--- config.mk ---
export PLATFORM = sky130hd
export DESIGN_NAME = bzrf_top
export DESIGN_NICKNAME = d
export VERILOG_FILES = /design/src/bzrf_divider.v /design/src/bzrf_top.v
export VERILOG_INCLUDE_DIRS = /design/src
export SDC_FILE = /design/constraint.sdc
export NUM_CORES = 1
export LEC_CHECK = 0
export BUFFER_PORTS_ARGS = -buffer_cell sky130_fd_sc_hd__buf_4
export CAP_MARGIN = 20
export CORE_ASPECT_RATIO = 1.1
export CORE_MARGIN = 2
export CORE_UTILIZATION = 45
export DETAILED_ROUTE_END_ITERATION = 8
export PLACE_DENSITY_LB_ADDON = 0.3
export SLEW_MARGIN = 25
export SYNTH_ARGS = -nofsm -noshare
export SYNTH_HDL_FRONTEND = slang
export SYNTH_SLANG_ARGS = --single-unit
export TNS_END_PERCENT = 20
--- constraint.sdc ---
create_clock -name pclk -period 5.5 [get_ports pclk]
set_clock_uncertainty 0.05 [all_clocks]
set_input_delay 1.1 -clock pclk [delete_from_list [all_inputs] [get_ports pclk]]
set_output_delay 1.1 -clock pclk [all_outputs]
set_load 0.1 [all_outputs]
--- src/bzrf_regs.vh ---
// Functional notes
// - Sample rate from master select and rate
// - Cutoff code picks bypass, 4, 8, 16 Hz
// - Codes 0000-0011 give fast modulation frequencies
// - Codes 0100-1001 divide master; rest by 256
// - Unsupported cutoff runs 4 Hz, reads effective
// - Divider field bits 11:8, reset 1000
// - Magnitude bits 6:4, 000 floats drive
`ifndef BZRF_REGS_VH
`define BZRF_REGS_VH

// ==========================================================
// Register byte offsets
`define BZRF_OFS_GEN        8'h00
`define BZRF_OFS_IMP        8'h18
`define BZRF_OFS_STATUS     8'h1c
`define BZRF_OFS_RATE       8'h20
`define BZRF_OFS_FREQ       8'h24

// ==========================================================
// General config fields
`define BZRF_GEN_SEL_LSB    0
`define BZRF_GEN_RATE_BIT   2
`define BZRF_GEN_RESET      3'h0

// ==========================================================
// Impedance config fields
`define BZRF_IMP_CUT_LSB    12
`define BZRF_IMP_DIV_LSB    8
`define BZRF_IMP_MAG_LSB    4
`define BZRF_IMP_RESET      24'h201800

// ==========================================================
// Status fields
`define BZRF_ST_CUT_LSB     0
`define BZRF_ST_REMAP_BIT   2
`define BZRF_ST_MAGOK_BIT   3
`define BZRF_ST_FAST_BIT    4
`define BZRF_ST_DRIVE_BIT   5

// ==========================================================
// Master clock ticks per sample
`define BZRF_SMP_512        11'h200
`define BZRF_SMP_1024       11'h400
`define BZRF_SMP_640        11'h280
`define BZRF_SMP_1280       11'h500
`define BZRF_SMP_1230       11'h4ce

`endif

--- src/bzrf_divider.v ---
`timescale 1ns/1ps
`default_nettype none

// ==========================================================
// Divider counting master clock ticks
module bzrf_divider #(
  parameter W = 11
) (
  input  wire         pclk,
  input  wire         presetn,
  input  wire         ce,
  input  wire         restart,
  input  wire         step,
  input  wire [W-1:0] period,
  output reg          tick,
  output reg          phase
);

  reg [W-1:0] count;            // Ticks seen in this period

  // Count steps, pulse and toggle at period end
  always @(posedge pclk or negedge presetn) begin
    if (!presetn) begin
      count <= {W{1'b0}};
      tick  <= 1'b0;
      phase <= 1'b0;
    end else if (ce) begin
      tick <= 1'b0;
      if (restart) begin
        // Realign so a new setting starts cleanly
        count <= {W{1'b0}};
        phase <= 1'b0;
      end else if (step) begin
        if (count >= period - {{(W-1){1'b0}}, 1'b1}) begin
          count <= {W{1'b0}};
          tick  <= 1'b1;
          phase <= ~phase;
        end else begin
          count <= count + {{(W-1){1'b0}}, 1'b1};
        end
      end
    end
  end

endmodule // bzrf_divider

`default_nettype wire

--- src/bzrf_top.v ---
`timescale 1ns/1ps
`default_nettype none
`include "bzrf_regs.vh"

// ==========================================================
// Rate, cutoff and modulation configuration block
module bzrf_top (
  input  wire        pclk,
  input  wire        presetn,
  input  wire        ce,
  input  wire        psel,
  input  wire        penable,
  input  wire        pwrite,
  input  wire [7:0]  paddr,
  input  wire [31:0] pwdata,
  output reg  [31:0] prdata,
  output wire        pready,
  output wire        pslverr,
  input  wire        master_clk_pin,
  output wire        sample_tick,
  output reg         drive_p_out,
  output reg         drive_p_oe,
  output reg         drive_n_out,
  output reg         drive_n_oe,
  output reg  [2:0]  drive_magnitude_code,
  output reg  [1:0]  lowpass_cutoff_eff
);

  // ==========================================================
  // Table functions

  // Sample rate in hundredths of samples per second
  function [13:0] f_rate_centi;
    input [1:0] sel;
    input       rate;
    begin
      case ({sel, rate})
        3'h0:    f_rate_centi = 14'h1900;  // 64
        3'h1:    f_rate_centi = 14'h0c80;  // 32
        3'h2:    f_rate_centi = 14'h186a;  // 62.5
        3'h3:    f_rate_centi = 14'h0c35;  // 31.25
        3'h4:    f_rate_centi = 14'h1388;  // 50
        3'h5:    f_rate_centi = 14'h09c4;  // 25
        3'h6:    f_rate_centi = 14'h1383;  // 49.95
        default: f_rate_centi = 14'h0a26;  // 25.98
      endcase
    end
  endfunction

  // Master ticks per output sample
  function [10:0] f_smp_period;
    input [1:0] sel;
    input       rate;
    begin
      case ({sel, rate})
        3'h0, 3'h2: f_smp_period = `BZRF_SMP_512;
        3'h1, 3'h3: f_smp_period = `BZRF_SMP_1024;
        3'h4, 3'h6: f_smp_period = `BZRF_SMP_640;
        3'h5:       f_smp_period = `BZRF_SMP_1280;
        default:    f_smp_period = `BZRF_SMP_1230;
      endcase
    end
  endfunction

  // Code 11 only exists at the fast rate; fall back to 4 Hz
  function [1:0] f_eff_cut;
    input       rate;
    input [1:0] code;
    begin
      if (rate && (code == 2'h3))
        f_eff_cut = 2'h1;
      else
        f_eff_cut = code;
    end
  endfunction

  // Cutoff in millihertz, scaled with the master clock
  function [14:0] f_cut_mhz;
    input [1:0] sel;
    input [1:0] code;
    reg   [14:0] base;
    begin
      case (sel)
        2'h0:    base = 15'h1000;  // 4.096 Hz
        2'h3:    base = 15'h0f9c;  // 3.996 Hz
        default: base = 15'h0fa0;  // 4.000 Hz
      endcase
      case (code)
        2'h0:    f_cut_mhz = 15'h0000;     // Bypass
        2'h1:    f_cut_mhz = base;
        2'h2:    f_cut_mhz = base << 1;
        default: f_cut_mhz = base << 2;
      endcase
    end
  endfunction

  // Modulation frequency in hertz
  function [17:0] f_mod_hz;
    input [1:0] sel;
    input [3:0] code;
    reg   [17:0] fm;
    reg   [3:0]  k;
    begin
      case (sel)
        2'h0:    fm = 18'h08000;  // 32,768 Hz
        2'h3:    fm = 18'h07ce0;  // 31,968 Hz
        default: fm = 18'h07d00;  // 32,000 Hz
      endcase
      k = (code >= 4'ha) ? 4'h8 : (code - 4'h2);
      case (code)
        4'h0: f_mod_hz = (sel == 2'h0) ? 18'h20000 :
                         (sel == 2'h3) ? 18'h1f380 : 18'h1f400;
        4'h1: f_mod_hz = (sel == 2'h1 || sel == 2'h2) ? 18'h13880 : 18'h14000;
        4'h2: f_mod_hz = (sel == 2'h1 || sel == 2'h2) ? 18'h09c40 : 18'h0a000;
        4'h3: f_mod_hz = (sel == 2'h1 || sel == 2'h2) ? 18'h04574 : 18'h0471c;
        // Rounded shift of the master frequency
        default: f_mod_hz = (fm + ((18'h00001 << k) >> 1)) >> k;
      endcase
    end
  endfunction

  // Half period of the slow modulation, in master ticks
  function [7:0] f_mod_half;
    input [3:0] code;
    begin
      if (code >= 4'ha)
        f_mod_half = 8'h80;
      else
        f_mod_half = 8'h02 << (code - 4'h4);
    end
  endfunction

  // Whether software picked a legal magnitude for this divider
  function f_mag_ok;
    input [3:0] div;
    input [2:0] mag;
    begin
      if (div <= 4'h3)
        f_mag_ok = 1'b1;
      else if (div == 4'h4)
        f_mag_ok = (mag != 3'h7);
      else if (div == 4'h5)
        f_mag_ok = (mag <= 3'h3);
      else if (div == 4'h6)
        f_mag_ok = (mag <= 3'h2);
      else
        f_mag_ok = (mag <= 3'h1);
    end
  endfunction

  // ==========================================================
  // Register state
  reg  [2:0]  general_config_reg;    // Select and rate bit
  reg  [23:0] impedance_config_reg;  // Held exactly as written
  reg         cfg_restart;           // Realign dividers after a write

  wire [1:0] master_clock_select  = general_config_reg[`BZRF_GEN_SEL_LSB +: 2];
  wire       rate_bit             = general_config_reg[`BZRF_GEN_RATE_BIT];
  wire [1:0] lowpass_cutoff_code  = impedance_config_reg[`BZRF_IMP_CUT_LSB +: 2];
  wire [3:0] drive_modulation_divider = impedance_config_reg[`BZRF_IMP_DIV_LSB +: 4];
  wire [2:0] mag_field            = impedance_config_reg[`BZRF_IMP_MAG_LSB +: 3];

  wire [1:0]  eff_cut  = f_eff_cut(rate_bit, lowpass_cutoff_code);
  wire        remapped = (eff_cut != lowpass_cutoff_code);
  wire        mod_fast = (drive_modulation_divider <= 4'h3);
  wire        mag_ok   = f_mag_ok(drive_modulation_divider, mag_field);
  wire        drive_on = (mag_field != 3'h0);

  // ==========================================================
  // APB decode
  wire setup    = psel && !penable;
  wire access   = psel && penable;
  wire mapped   = (paddr == `BZRF_OFS_GEN) || (paddr == `BZRF_OFS_IMP) ||
                  (paddr == `BZRF_OFS_STATUS) || (paddr == `BZRF_OFS_RATE) ||
                  (paddr == `BZRF_OFS_FREQ);
  // Zero wait states; a frozen block holds the master off
  assign pready  = ce;
  assign pslverr = access && !mapped;
  wire   wr_take = access && ce && pwrite && mapped;

  // Effective cutoff replaces the stored one on read
  wire [23:0] imp_read = {impedance_config_reg[23:14], eff_cut,
                          impedance_config_reg[11:0]};

  // Write path and write side effects
  always @(posedge pclk or negedge presetn) begin
    if (!presetn) begin
      general_config_reg   <= `BZRF_GEN_RESET;
      impedance_config_reg <= `BZRF_IMP_RESET;
      cfg_restart          <= 1'b0;
    end else if (ce) begin
      cfg_restart <= 1'b0;
      if (wr_take) begin
        if (paddr == `BZRF_OFS_GEN) begin
          general_config_reg <= pwdata[2:0];
          cfg_restart        <= 1'b1;
        end else if (paddr == `BZRF_OFS_IMP) begin
          // Raw value kept, remap applied only downstream
          impedance_config_reg <= pwdata[23:0];
          cfg_restart          <= 1'b1;
        end
      end
    end
  end

  // Read data captured in the setup cycle
  always @(posedge pclk or negedge presetn) begin
    if (!presetn) begin
      prdata <= 32'h00000000;
    end else if (ce) begin
      if (setup && !pwrite) begin
        case (paddr)
          `BZRF_OFS_GEN:    prdata <= {29'h00000000, general_config_reg};
          `BZRF_OFS_IMP:    prdata <= {8'h00, imp_read};
          `BZRF_OFS_STATUS: prdata <= {26'h0000000, drive_on, mod_fast, mag_ok,
                                       remapped, eff_cut};
          `BZRF_OFS_RATE:   prdata <= {f_cut_mhz(master_clock_select, eff_cut), 3'h0,
                                       f_rate_centi(master_clock_select, rate_bit)};
          `BZRF_OFS_FREQ:   prdata <= {14'h0000,
                                       f_mod_hz(master_clock_select, drive_modulation_divider)};
          default:          prdata <= 32'h00000000;
        endcase
      end
    end
  end

  // ==========================================================
  // Master clock pin synchroniser
  reg m_s1;    // First stage, read only by m_s2
  reg m_s2;
  reg m_s3;
  reg m_lvl;   // Accepted level

  // Three flops; a change counts once stages two and three agree
  always @(posedge pclk or negedge presetn) begin
    if (!presetn) begin
      m_s1  <= 1'b0;
      m_s2  <= 1'b0;
      m_s3  <= 1'b0;
      m_lvl <= 1'b0;
    end else if (ce) begin
      m_s1 <= master_clk_pin;
      m_s2 <= m_s1;
      m_s3 <= m_s2;
      if (m_s2 == m_s3)
        m_lvl <= m_s3;
    end
  end

  wire master_rise = (m_s2 == m_s3) && m_s3 && !m_lvl;

  // ==========================================================
  // Sample rate and modulation dividers
  wire        mod_phase;
  wire [10:0] smp_period = f_smp_period(master_clock_select, rate_bit);
  wire [7:0]  mod_half   = f_mod_half(drive_modulation_divider);

  // One pulse per output sample
  bzrf_divider #(.W(11)) u_sample (
    .pclk    (pclk),
    .presetn (presetn),
    .ce      (ce),
    .restart (cfg_restart),
    .step    (master_rise),
    .period  (smp_period),
    .tick    (sample_tick),
    .phase   ()
  );

  // Slow modulation square wave; fast codes run off the analog side
  bzrf_divider #(.W(8)) u_mod (
    .pclk    (pclk),
    .presetn (presetn),
    .ce      (ce),
    .restart (cfg_restart || mod_fast),
    .step    (master_rise),
    .period  (mod_half),
    .tick    (),
    .phase   (mod_phase)
  );

  // ==========================================================
  // Drive outputs
  // Magnitude zero floats both drive pins
  always @(posedge pclk or negedge presetn) begin
    if (!presetn) begin
      drive_p_out          <= 1'b0;
      drive_n_out          <= 1'b0;
      drive_p_oe           <= 1'b0;
      drive_n_oe           <= 1'b0;
      drive_magnitude_code <= 3'h0;
      lowpass_cutoff_eff   <= 2'h1;
    end else if (ce) begin
      drive_p_oe           <= drive_on;
      drive_n_oe           <= drive_on;
      drive_p_out          <= drive_on && mod_phase;
      drive_n_out          <= drive_on && !mod_phase;
      drive_magnitude_code <= mag_field;
      lowpass_cutoff_eff   <= eff_cut;
    end
  end

endmodule // bzrf_top

`default_nettype wire

## Yosys cells after proc, flatten, opt, wreduce, memory -nomap -nowiden

Cells that the tools add are included.

- Register bits after elaboration: 93
- Bits of input ports: 47

- $add $sub $neg: 7
- Magnitude comparators: 7
- Equal/unequal tests: 25
- Shift operators: 3
- Mux-type cells: 37
- Bitwise operators: 2
- Reduce and logical (&&, ||, !) cells: 42

Operators with widths:

| kind | count |
|---|---|
| $pmux 32 s5 | 1 |
| $pmux 13 s7 | 1 |
| $mux 18 | 4 |
| $pmux 18 s4 | 1 |
| $pmux 15 s3 | 1 |
| $mux 11 | 4 |
| $pmux 11 s4 | 1 |
| $mux 8 | 4 |
| $pmux 16 s2 | 1 |
| $pmux 13 s2 | 1 |
| $add 18x17->18 | 1 |
| $shl 1x4->18 const A | 1 |
| $shr 18x4->18 | 1 |
| $eq 8x5->1 const B | 2 |
| $eq 8x6->1 const B | 2 |
| $mux 15 | 1 |
| $mux 14 | 1 |
| $mux 1 | 13 |
| $eq 4x3->1 const B | 3 |
| $logic_and 1x1->1 | 12 |
| $add 11x1->11 const B | 1 |
| $ge 11x11->1 | 1 |
| $sub 11x1->11 const B | 1 |
| $mux 10 | 1 |
| other kinds (35) | 63 |

## Logic depth before layout (Yosys ltp)

Gate-level depths: netlist of the first run.

- Depth in word-level cells: 9
- Depth in mapped cells: 20

## Cells and area by module

Synthesis of the first run repeated with hierarchy kept, for this count alone.

- Cell total of the unflattened synthesis: 827
- Area, all modules: 7,131.8 um^2

By module, submodules not included:

| module | times used | cells each | area each (um^2) | sequential area each (um^2) |
|---|---|---|---|---|
| bzrf_top | 1 | 613 | 5,186.2 | 1,756.7 |
| bzrf_divider (u_sample) | 1 | 123 | 1,108.6 | 325.3 |
| bzrf_divider (u_mod) | 1 | 91 | 837.1 | 250.2 |

## Worst setup path before layout of the first run

OpenSTA, ideal clock, no wires.

- Kind: register -> register
- From: register impedance_config_reg[10]
- To: register u_mod.phase
- Setup time: 125 ps
- Arrival: 3,962 ps
- Required time: 5,325 ps
- Setup slack: 1,363 ps
- Cell stages (with the launch flop): 21
- Buffers on the path: 3
- Period minus slack after synthesis: 4,137 ps
- Path through: dfrtp_1 inv_1 ha_1 a21oi_1 buf_2 nand2_1 buf_2 nor2_1 nand3_1 ha_1 clkbuf_1 nor4_1 a21oi_1 o21a_1 ha_1 or3_1 o21ai_0 a21oi_1 a311o_1 and2_1 mux2_2

- Cells in the longest elaborated chain, start to end: 7
- Elaborated cells on any way between the ends: 12
- Classes of those cells: add/sub (2); order compare (3); shift (1); mux (2); reduce/logical (4)

Ends and longest elaborated chain:

| item | RTL line | text |
|---|---|---|
| from (decl) | bzrf_top.v:154 | `reg [23:0] impedance_config_reg;` |
| from (signal assigned) | bzrf_top.v:189 | `` impedance_config_reg <= `BZRF_IMP_RESET; `` |
| from (signal assigned) | bzrf_top.v:199 | `impedance_config_reg <= pwdata[23:0];` |
| $sub 4x3->4 | bzrf_top.v:129 | `f_mod_half = 8'h02 << (code - 4'h4);` |
| $shl 2x4->8 | bzrf_top.v:129 |  |
| $mux 8 | bzrf_top.v:126 | `if (code >= 4'ha)` |
| $sub 8x1->8 | bzrf_divider.v:34 | `if (count >= period - {{(W-1){1'b0}}, 1'b1}) begin` |
| $ge 8x8->1 | bzrf_divider.v:34 |  |
| $reduce_bool 2->1 (no line) | -- |  |
| $reduce_and 3->1 (no line) | -- |  |
| to (signal assigned) | bzrf_divider.v:37 | `phase <= ~phase;` |
| to (decl) | bzrf_divider.v:16 | `output reg phase` |

Parallel ways exist; a longest one is shown, timed or not.
A chain may end at the register's enable or synchronous reset.

## Final worst setup path of the first run

Same ends and word-level chain as after synthesis.

==> impl_metrics.json, run 1 <==
{
  "status": "completed",
  "dp_worst_setup_slack_ns": 0.941,
  "number_of_flip_flops_and_latches_in_the_synthesized_netlist": 91,
  "power.switching_uw": 537,
  "flip_flop_count_of_the_largest_register_after_layout": 30,
  "grt_remaining_overflow": 0,
  "layout_worst_path_cycle_share_pct": 84.2,
  "setup_slack_ns": 0.872,
  "clk_pin_slew_worst_paths_ns": 0.06,
  "gate_count_after_technology_mapping": 812,
  "cp-end-kind": "flip-flop",
  "clkLatencyLatePin_ns": 0.35,
  "final_common_cell": "buf_4",
  "mean_area_per_synthesized_cell_um2": 8.51,
  "final_net_count": 961,
  "drcViolationCount": 0,
  "clkPwrFrac_pct": 36.5,
  "place_hpwl_um": 14500,
  "arrival_ns": 4.82,
  "pin_count_of_the_biggest_net_entering_global_routing": 52,
  "number_of_global_route_vias_before_repair": 6230,
  "die-area_mm2": 0.0164,
  "antenna_cells": 0,
  "yosys.area.top_type_share_pct": 31.5,
  "startpoint_type": "flip-flop",
  "io_pins": 91,
  "req_time_crit_path_ns": 5.69,
  "seq_power_share_pct": 43.9,
  "via_per_inst": 6.19,
  "synthArstFlopShare_pct": 100,
  "switching_share_of_power_pct": 30.9,
  "finalWorstPathRequiredPeriod_ns": 4.63,
  "slew_worst_pin_ns": 0.907,
  "slew_viol_final": 0,
  "post_cts_resize_count": 0,
  "via_count": 6612,
  "leading_area_contributor_after_synthesis": "dfrtp_1",
  "die_width_um": 122,
  "post_route_cells_drive_above_1_share_pct": 19.2,
  "report.final.hold_viol_count": 0,
  "gpl.final_weighted_congestion": 0.936,
  "initial_core_util_pct": 45.9,
  "groute.usage.overall_pct": 24.5,
  "worst-setup-path-type": "flip-flop to flip-flop",
  "clock_path_buffers": 2,
  "top_post_synthesis_cells_by_area": "dfrtp_1 32%, ha_1 8.1%, mux2_2 5.4%",
  "detailed_route_wire_length_per_cell_um": 18.3,
  "internal_power_uw": 1200,
  "drt-initial-drc-count": 558,
  "antenna_left": 0,
  "power_density_mw_per_mm2": 218,
  "clock_sinks": 91,
  "fin_tns_setup_ns": 0,
  "syn_area_mm2": 0.00691,
  "port_buffers": 82,
  "unrepaired_setup_endpoints_after_global_routing": "false",
  "grt_pass1_wl_um": 31700,
  "vdd_ir_max_uv": 231,
  "final-setup-viol-count": 0,
  "max_freq_mhz": 216,
  "drt_pass1_iterations": 5,
  "yosysUniqueCellTypes": 80,
  "critical_path.max_fanout": 11,
  "core_region_area_mm2": 0.0151,
  "ctsHoldBuffers": 0,
  "antenna_violations_before_repair": 0,
  "synth_nets": 905,
  "post_synth_edffs": 0,
  "cts_max_level": 3,
  "tritoncts_clock_tree": "done",
  "clockRootBuffer": "clkbuf_16",
  "post-cts-setup-buffer-count": 0,
  "final_cell_mix": "98 x buf_4, 87 x dfrtp_1, 83 x nand2_1, 70 x nor2_1, 63 x o21ai_0",
  "routed_wirelength_um": 19500,
  "design_power_total_uw": 1740,
  "rows": 47,
  "numCtsBuffers": 9,
  "ys_warn_count": 0,
  "die_y_um": 134,
  "power.leakage_uw": 0.00360,
  "main_flop_type_after_synthesis": "dfrtp_1",
  "max_cap_viol_count": 0,
  "yosysSeqAreaShare_pct": 33.0,
  "timing.slew.headroom_pct": 39.5,
  "layout-area-overhead-vs-synth_pct": 15.6,
  "worst_hold_path_type": "flip-flop to flip-flop",
  "power.combinational.fraction_pct": 19.6
}
[cells by family (layout without fill, tap and decap cells)]
logic type / Yosys count / in the layout / synth area share (%)
multiplexers: 39 / 39 / 6.25
adder cells (fa/ha/maj): 46 / 46 / 8.44
buffers and inverters: 71 / 132 / 4.24
AND/OR/NAND/NOR: 296 / 296 / 21.4
AO/OA/AOI/OAI: 252 / 252 / 24.3
flip-flops: 91 / 91 / 33.0
XOR/XNOR: 17 / 17 / 2.26
[routing by layer]
layer / GRT usage, % / vias up / routed length (um)
li1: - / 3159 / -
met1: 33.9 / 3119 / 8410
met2: 38.1 / 288 / 9010
met3: 4.59 / 46 / 1510
met4: 9.20 / 0 / 600
met5: 0 / - / 0
[metrics by stage]
step           std cells  utilization [%]  cell area (um^2)  hold WS (ns)
5_1_grt             1069             53.0              7980         0.470
4_1_cts             1069             53.0              7980         0.433
6_report            1069             53.0              7980         0.424
3_3_place_gp        1053             51.0              7680         0.408
2_1_floorplan        812                -              6910         0.413
3_5_place_dp        1053             51.0              7680         0.419
[synth_stat cells, types with 5 or more instances]
master,n
buf_2,8
a221oi_1,9
inv_1,17
o221ai_1,5
nand4_1,8
a211oi_1,6
nor3b_1,13
a21o_1,14
xnor2_1,12
o41ai_1,5
dfrtp_1,87
nand2b_1,5
o21ai_0,63
o31ai_1,6
o211ai_1,13
a22o_1,6
nand3_1,33
a21oi_1,54
nor3_1,24
nand2_1,83
nor2b_1,7
a31oi_1,17
ha_1,45
o22ai_1,7
mux2i_1,6
nor4_1,7
or3_1,6
mux2_2,33
and2_1,5
and3_1,12
clkbuf_1,36
nor2_1,70
[worst paths after layout]
kind / to / slack (ns) / from / cells past startpoint
setup / recovery: u_mod.phase$_DFFE_PN0P_ / 0.87 / impedance_config_reg[10]$_DFFE_PN0P_ / 17
hold / removal: prdata[18]$_DFFE_PN0P_ / 0.42 / prdata[18]$_DFFE_PN0P_ / 2
setup reg to reg: u_mod.phase$_DFFE_PN0P_ / 0.87 / impedance_config_reg[10]$_DFFE_PN0P_ / 17
hold reg to reg: prdata[18]$_DFFE_PN0P_ / 0.42 / prdata[18]$_DFFE_PN0P_ / 2
max in group asynchronous: m_s3$_DFFE_PN0P_ / 3.67 / presetn / 2
min in group asynchronous: impedance_config_reg[23]$_DFFE_PN0P_ / 0.67 / presetn / 1
[power groups by stage]
stage / registers (uW) / logic [uW] / clock network [uW]
after floorplan: 865 / 142 / 0
after global placement: 773 / 335 / 0
after detailed placement: 776 / 340 / 0
after CTS: 763 / 343 / 652
after global routing: 771 / 371 / 682
final: 763 / 340 / 636
[final cells by class]
type                       instances  area (um^2)
clock buffer                      12          256
tap                              196          245
fill                            1461         7070
inverter                          18         67.6
timing repair buffer              98          736
sequential                        91         2280
multi-input combinational        650         4350
clock inverter                     4         48.8
[worst max-delay path: stages (launching register included)]
cell and delay (ns):
dfrtp_1 0.51, inv_1 0.23, ha_1 0.28, a21oi_1 0.19, nand2_1 0.34, nor2_1 0.34, nand3_1 0.12, ha_1 0.32
nor4_1 0.25, a21oi_1 0.08, o21a_1 0.20, ha_1 0.20, or3_1 0.34, o21ai_0 0.08, a21oi_1 0.06, a311o_1 0.43
and2_1 0.23, mux2_2 0.28
No activity file was read; power rests on OpenSTA's default activity.
==> inputs of run 2 (changes only) <==
==> constraint.sdc (replaced) <==
create_clock -name pclk -period 4 [get_ports pclk]
set_clock_uncertainty 0.05 [all_clocks]
set_input_delay 0.8 -clock pclk [delete_from_list [all_inputs] [get_ports pclk]]
set_output_delay 0.8 -clock pclk [all_outputs]
set_load 0.1 [all_outputs]
==> impl_metrics.json, run 2 (synthesis gave the netlist of run 1 again) <==
{
  "finalWorstPathRequiredPeriod_ns": 3.80,
  "vdd_ir_max_uv": 300,
  "power.leakage_uw": 0.00377,
  "arrival_ns": 3.98,
  "post_route_cells_drive_above_1_share_pct": 23.1,
  "antenna_left": 0,
  "routed_wirelength_um": 20100,
  "antenna_cells": 0,
  "via_per_inst": 6.08,
  "layout_worst_path_cycle_share_pct": 94.9,
  "design_power_total_uw": 2440,
  "timing.slew.headroom_pct": 51.4,
  "cp-end-kind": "flip-flop",
  "port_buffers": 82,
  "startpoint_type": "flip-flop",
  "ctsHoldBuffers": 0,
  "slew_viol_final": 0,
  "slew_worst_pin_ns": 0.726,
  "numCtsBuffers": 9,
  "drcViolationCount": 0,
  "unrepaired_setup_endpoints_after_global_routing": "false",
  "io_pins": 91,
  "number_of_global_route_vias_before_repair": 6405,
  "pin_count_of_the_biggest_net_entering_global_routing": 53,
  "final_common_cell": "buf_4",
  "final_net_count": 999,
  "grt_remaining_overflow": 0,
  "clock_path_buffers": 2,
  "via_count": 6728,
  "cts_max_level": 3,
  "detailed_route_wire_length_per_cell_um": 18.2,
  "final_cell_mix": "136 x buf_4, 86 x dfrtp_1, 83 x nand2_1, 69 x nor2_1, 63 x o21ai_0",
  "die_width_um": 122,
  "antenna_violations_before_repair": 0,
  "fin_tns_setup_ns": 0,
  "critical_path.max_fanout": 7,
  "worst_hold_path_type": "flip-flop to flip-flop",
  "req_time_crit_path_ns": 4.18,
  "status": "completed",
  "worst-setup-path-type": "flip-flop to flip-flop",
  "flip_flop_count_of_the_largest_register_after_layout": 30,
  "grt_pass1_wl_um": 32400,
  "power_density_mw_per_mm2": 294,
  "final-setup-viol-count": 0,
  "core_region_area_mm2": 0.0151,
  "max_freq_mhz": 263,
  "gpl.final_weighted_congestion": 0.956,
  "initial_core_util_pct": 45.9,
  "die-area_mm2": 0.0164,
  "layout-area-overhead-vs-synth_pct": 19.9,
  "timing.reg2reg.setup_slack_ns": 0.20,
  "fillerInstances": 1410,
  "max_cap_viol_count": 0,
  "die_y_um": 134,
  "tritoncts_clock_tree": "done",
  "clkLatencyLatePin_ns": 0.36,
  "clockRootBuffer": "clkbuf_16",
  "clk_pin_slew_worst_paths_ns": 0.07,
  "drt-initial-drc-count": 486,
  "final_cell_count_no_fill": 1107,
  "drt_pass1_iterations": 5,
  "place_hpwl_um": 15500,
  "finalHoldWorstSlack_ns": 0.429,
  "placed_cells_incl_taps": 1090,
  "report.final.hold_viol_count": 0,
  "clock_sinks": 91,
  "rows": 47,
  "groute.usage.overall_pct": 25.0
}
==> run 2: changes by cell type in the layout (fill, tap and decap cells not counted), sizes merged <==
cell and delta:
clkinv -2, clkinvlp +1, buf +38, bufinv +1
==> run 2: repair_timing <==
| item | CTS | global route |
|---|---|---|
| setup buffers | 0 | 1 |
| setup endpoints to repair | 0 | 10 |
| gates resized for setup | 0 | 2 |
==> run 2: per-layer routing <==
layer  part of all wire [%]  global-route usage [%]  vias up  wire length [um]
met5                      0                       0        -                 0
met4                    3.5                    10.3        0               709
met3                    6.9                    4.89       46              1380
met2                     46                    39.9      258              9320
met1                     43                    33.0     3206              8700
li1                       -                       -     3218                 -
==> run 2: per-stage QoR <==
stage / util (%) / setup slack [ns] / cell area [um^2]
finish: 55.0 / 0.203 / 8280
detailed placement: 52.8 / 0.106 / 7960
global placement: 52.8 / 0.156 / 7950
CTS: 54.9 / 0.0714 / 8270
floorplan: - / 0.0000138 / 6920
global route: 55.0 / 0.00420 / 8280
==> run 2: final cells by class <==
type                       count  area [um^2]  share of cell area [%]
multi-input combinational    650         4350                    52.6
tap                          196          245                    2.96
inverter                      18         67.6                   0.816
clock inverter                 4         76.3                   0.921
clock buffer                  12          236                    2.85
timing repair buffer         136         1020                    12.3
sequential                    91         2280                    27.6
==> run 2: worst max-delay path, stage by stage, from the launching register on <==
cell	delay [ns]
dfstp_2	0.63
inv_1	0.11
ha_1	0.37
nand3_1	0.11
inv_1	0.09
nand2_1	0.08
ha_1	0.21
nor4_1	0.23
a21oi_1	0.06
o21a_1	0.17
ha_1	0.19
or3_1	0.33
o21ai_0	0.08
a21oi_1	0.08
a311o_1	0.36
and2_1	0.24
mux2_2	0.28
==> run 2: worst paths after layout <==
check	startpoint	to	cells past startpoint
setup / recovery	impedance_config_reg[11]$_DFFE_PN1P_	u_mod.phase$_DFFE_PN0P_	16
hold / removal	prdata[18]$_DFFE_PN0P_	prdata[18]$_DFFE_PN0P_	2
setup reg to reg	impedance_config_reg[11]$_DFFE_PN1P_	u_mod.phase$_DFFE_PN0P_	16
hold reg to reg	prdata[18]$_DFFE_PN0P_	prdata[18]$_DFFE_PN0P_	2
max in group asynchronous	presetn	impedance_config_reg[14]$_DFFE_PN0P_	2
min in group asynchronous	presetn	u_sample.count[3]$_DFFE_PN0P_	2
==> run 2: where the power goes <==
group | switching [uW] | internal, uW
Sequential | 62.0 | 985
Combinational | 322 | 157
Clock | 363 | 550
Total | 747 | 1690
==> inputs of run 3 (changes only) <==
--- a/config.mk
+++ b/config.mk
@@ -11,8 +11,10 @@
 export CORE_ASPECT_RATIO = 1.1
 export CORE_MARGIN = 2
 export CORE_UTILIZATION = 45
+export CTS_BUF_LIST = sky130_fd_sc_hd__clkbuf_16
 export DETAILED_ROUTE_END_ITERATION = 8
 export PLACE_DENSITY_LB_ADDON = 0.3
+export REMOVE_ABC_BUFFERS = 1
 export SLEW_MARGIN = 25
 export SYNTH_ARGS = -nofsm -noshare
 export SYNTH_HDL_FRONTEND = slang
==> impl_metrics.json, run 3 (synthesis gave the netlist of run 1 again) <==
{
  "slew_worst_pin_ns": 0.738,
  "multiInputGateArea_mm2": 0.00439,
  "worst-setup-path-type": "flip-flop to flip-flop",
  "layout-area-overhead-vs-synth_pct": 19.8,
  "finalWorstPathRequiredPeriod_ns": 3.85,
  "clkLatencyLatePin_ns": 0.35,
  "cp-end-kind": "flip-flop",
  "fillerInstances": 1440,
  "crit_path_cell_trace": "ha_2, a21o_1, nor2_1, nand2_1, nor3_1, ha_1, fa_1, nand3_1, nand2_1, buf_4, a41oi_1, xnor2_1, o22ai_1, o22ai_2, a41oi_1",
  "clock_path_buffers": 2,
  "req_time_crit_path_ns": 4.18,
  "numCtsBuffers": 9,
  "arrival_ns": 4.03,
  "critical_path.top_delay_family": "compound AO/OA/AOI/OAI gates",
  "core_region_area_mm2": 0.0151,
  "ctsHoldBuffers": 0,
  "report.final.hold_viol_count": 0,
  "timing.slew.headroom_pct": 50.6,
  "pin_count_of_the_biggest_net_entering_global_routing": 56,
  "routed_wirelength_um": 20700,
  "drt-initial-drc-count": 598,
  "power_density_mw_per_mm2": 280,
  "startpoint_type": "flip-flop",
  "critical_path.max_fanout": 7,
  "groute.usage.overall_pct": 25.8,
  "max_freq_mhz": 260,
  "tritoncts_clock_tree": "done",
  "detailed_route_wire_length_per_cell_um": 18.7,
  "grt_remaining_overflow": 0,
  "number_of_global_route_vias_before_repair": 6549,
  "place_hpwl_um": 15700,
  "io_pins": 91,
  "timing.reg2reg.setup_slack_ns": 0.15,
  "die-area_mm2": 0.0164,
  "final_cell_mix": "136 x buf_4, 87 x dfrtp_1, 83 x nand2_1, 69 x nor2_1, 62 x o21ai_0",
  "final_cell_count_no_fill": 1107,
  "die_y_um": 134,
  "antenna_violations_before_repair": 0,
  "final_net_count": 999,
  "clock_sinks": 91,
  "via_per_inst": 6.11,
  "antenna_cells": 0,
  "finalHoldWorstSlack_ns": 0.422,
  "initial_core_util_pct": 45.9,
  "clk_pin_slew_worst_paths_ns": 0.07,
  "die_width_um": 122,
  "final_common_cell": "buf_4",
  "cts_max_level": 3,
  "antenna_left": 0,
  "crit_path_max_incr_delay_ns": 0.62,
  "regArea_mm2": 0.00228,
  "fin_tns_setup_ns": 0,
  "final-setup-viol-count": 0,
  "port_buffers": 82,
  "placed_cells_incl_taps": 1091,
  "post-cts-setup-buffer-count": 0,
  "vdd_ir_max_uv": 280,
  "status": "completed",
  "drt_pass1_iterations": 5,
  "rows": 47,
  "worst_hold_path_type": "flip-flop to flip-flop",
  "drcViolationCount": 0,
  "gpl.final_weighted_congestion": 0.979,
  "clockRootBuffer": "clkbuf_16",
  "layout.core_utilization_pct": 55.0,
  "slew_viol_final": 0,
  "max_cap_viol_count": 0,
  "via_count": 6760,
  "grt_pass1_wl_um": 33400,
  "flip_flop_count_of_the_largest_register_after_layout": 30,
  "post_route_cells_drive_above_1_share_pct": 23.2,
  "layout_worst_path_cycle_share_pct": 96.3,
  "power.leakage_uw": 0.00376,
  "critPathSlowestCell": "dfstp_2",
  "timing.critical_path.buf_inv": 1
}
## run 3: changes by cell type in the layout (fill, tap and decap cells not counted), sizes merged
| cell | before | now |
|---|---|---|
| clkbuf | 12 | 9 |
| clkinv | 2 | 5 |
| bufinv | 2 | 0 |
| inv | 17 | 19 |
## run 3: repair_timing
action                     CTS  global route
hold endpoints to repair     0             0
setup endpoints to repair    0            14
resized for setup            0             9
## run 3: tightest hold or removal path, cell delays in order, from the launching register on
cell and delay [ns]:
dfrtp_1 0.35, nand2_1 0.05, nand2_1 0.05
## run 3: worst paths after layout
path                            cells after the start                              endpoint                                 start
worst max register to register                     15                 prdata[3]$_DFFE_PN0P_  impedance_config_reg[11]$_DFFE_PN1P_
worst min-delay path                                2                prdata[29]$_DFFE_PN0P_                prdata[29]$_DFFE_PN0P_
worst max-delay path                               15                 prdata[3]$_DFFE_PN0P_  impedance_config_reg[11]$_DFFE_PN1P_
worst min register to register                      2                prdata[29]$_DFFE_PN0P_                prdata[29]$_DFFE_PN0P_
max in group asynchronous                           2  impedance_config_reg[11]$_DFFE_PN1P_                               presetn
min in group asynchronous                           1         u_sample.count[3]$_DFFE_PN0P_                               presetn
## run 3: area by class of cell
type / count / share of cell area, %
multi-input cells: 650 / 53.0
clock buffers: 9 / 2.72
well taps: 196 / 2.96
repair buffers: 136 / 12.3
clock inverters: 7 / 0.544
inverters: 18 / 0.816
flip-flops and latches: 91 / 27.6
## run 3: power by group
| group | total [uW] | internal, uW | switching, uW |
|---|---|---|---|
| Sequential | 1050 | 985 | 65.1 |
| Clock | 787 | 419 | 368 |
| Combinational | 477 | 155 | 321 |
| Total | 2310 | 1560 | 755 |
## run 3: per-layer routing
metal  part of all wire, %  global-route usage (%)  vias up
li1                      -                       -     3221
met1                    43                    35.1     3246
met2                    48                    42.3      253
met3                   6.7                    4.08       40
met4                   2.4                    7.85        0
met5                     0                       0        -
## run 3: stage by stage
stage	cell area, um^2	power, uW	setup slack [ns]
after floorplan	6680	1370	-0.333
after global routing	8280	2430	-0.00378
final	8280	2310	0.148
after detailed placement	7960	1540	0.0763
after global placement	7960	1530	0.139
after CTS	8230	2330	0.0435
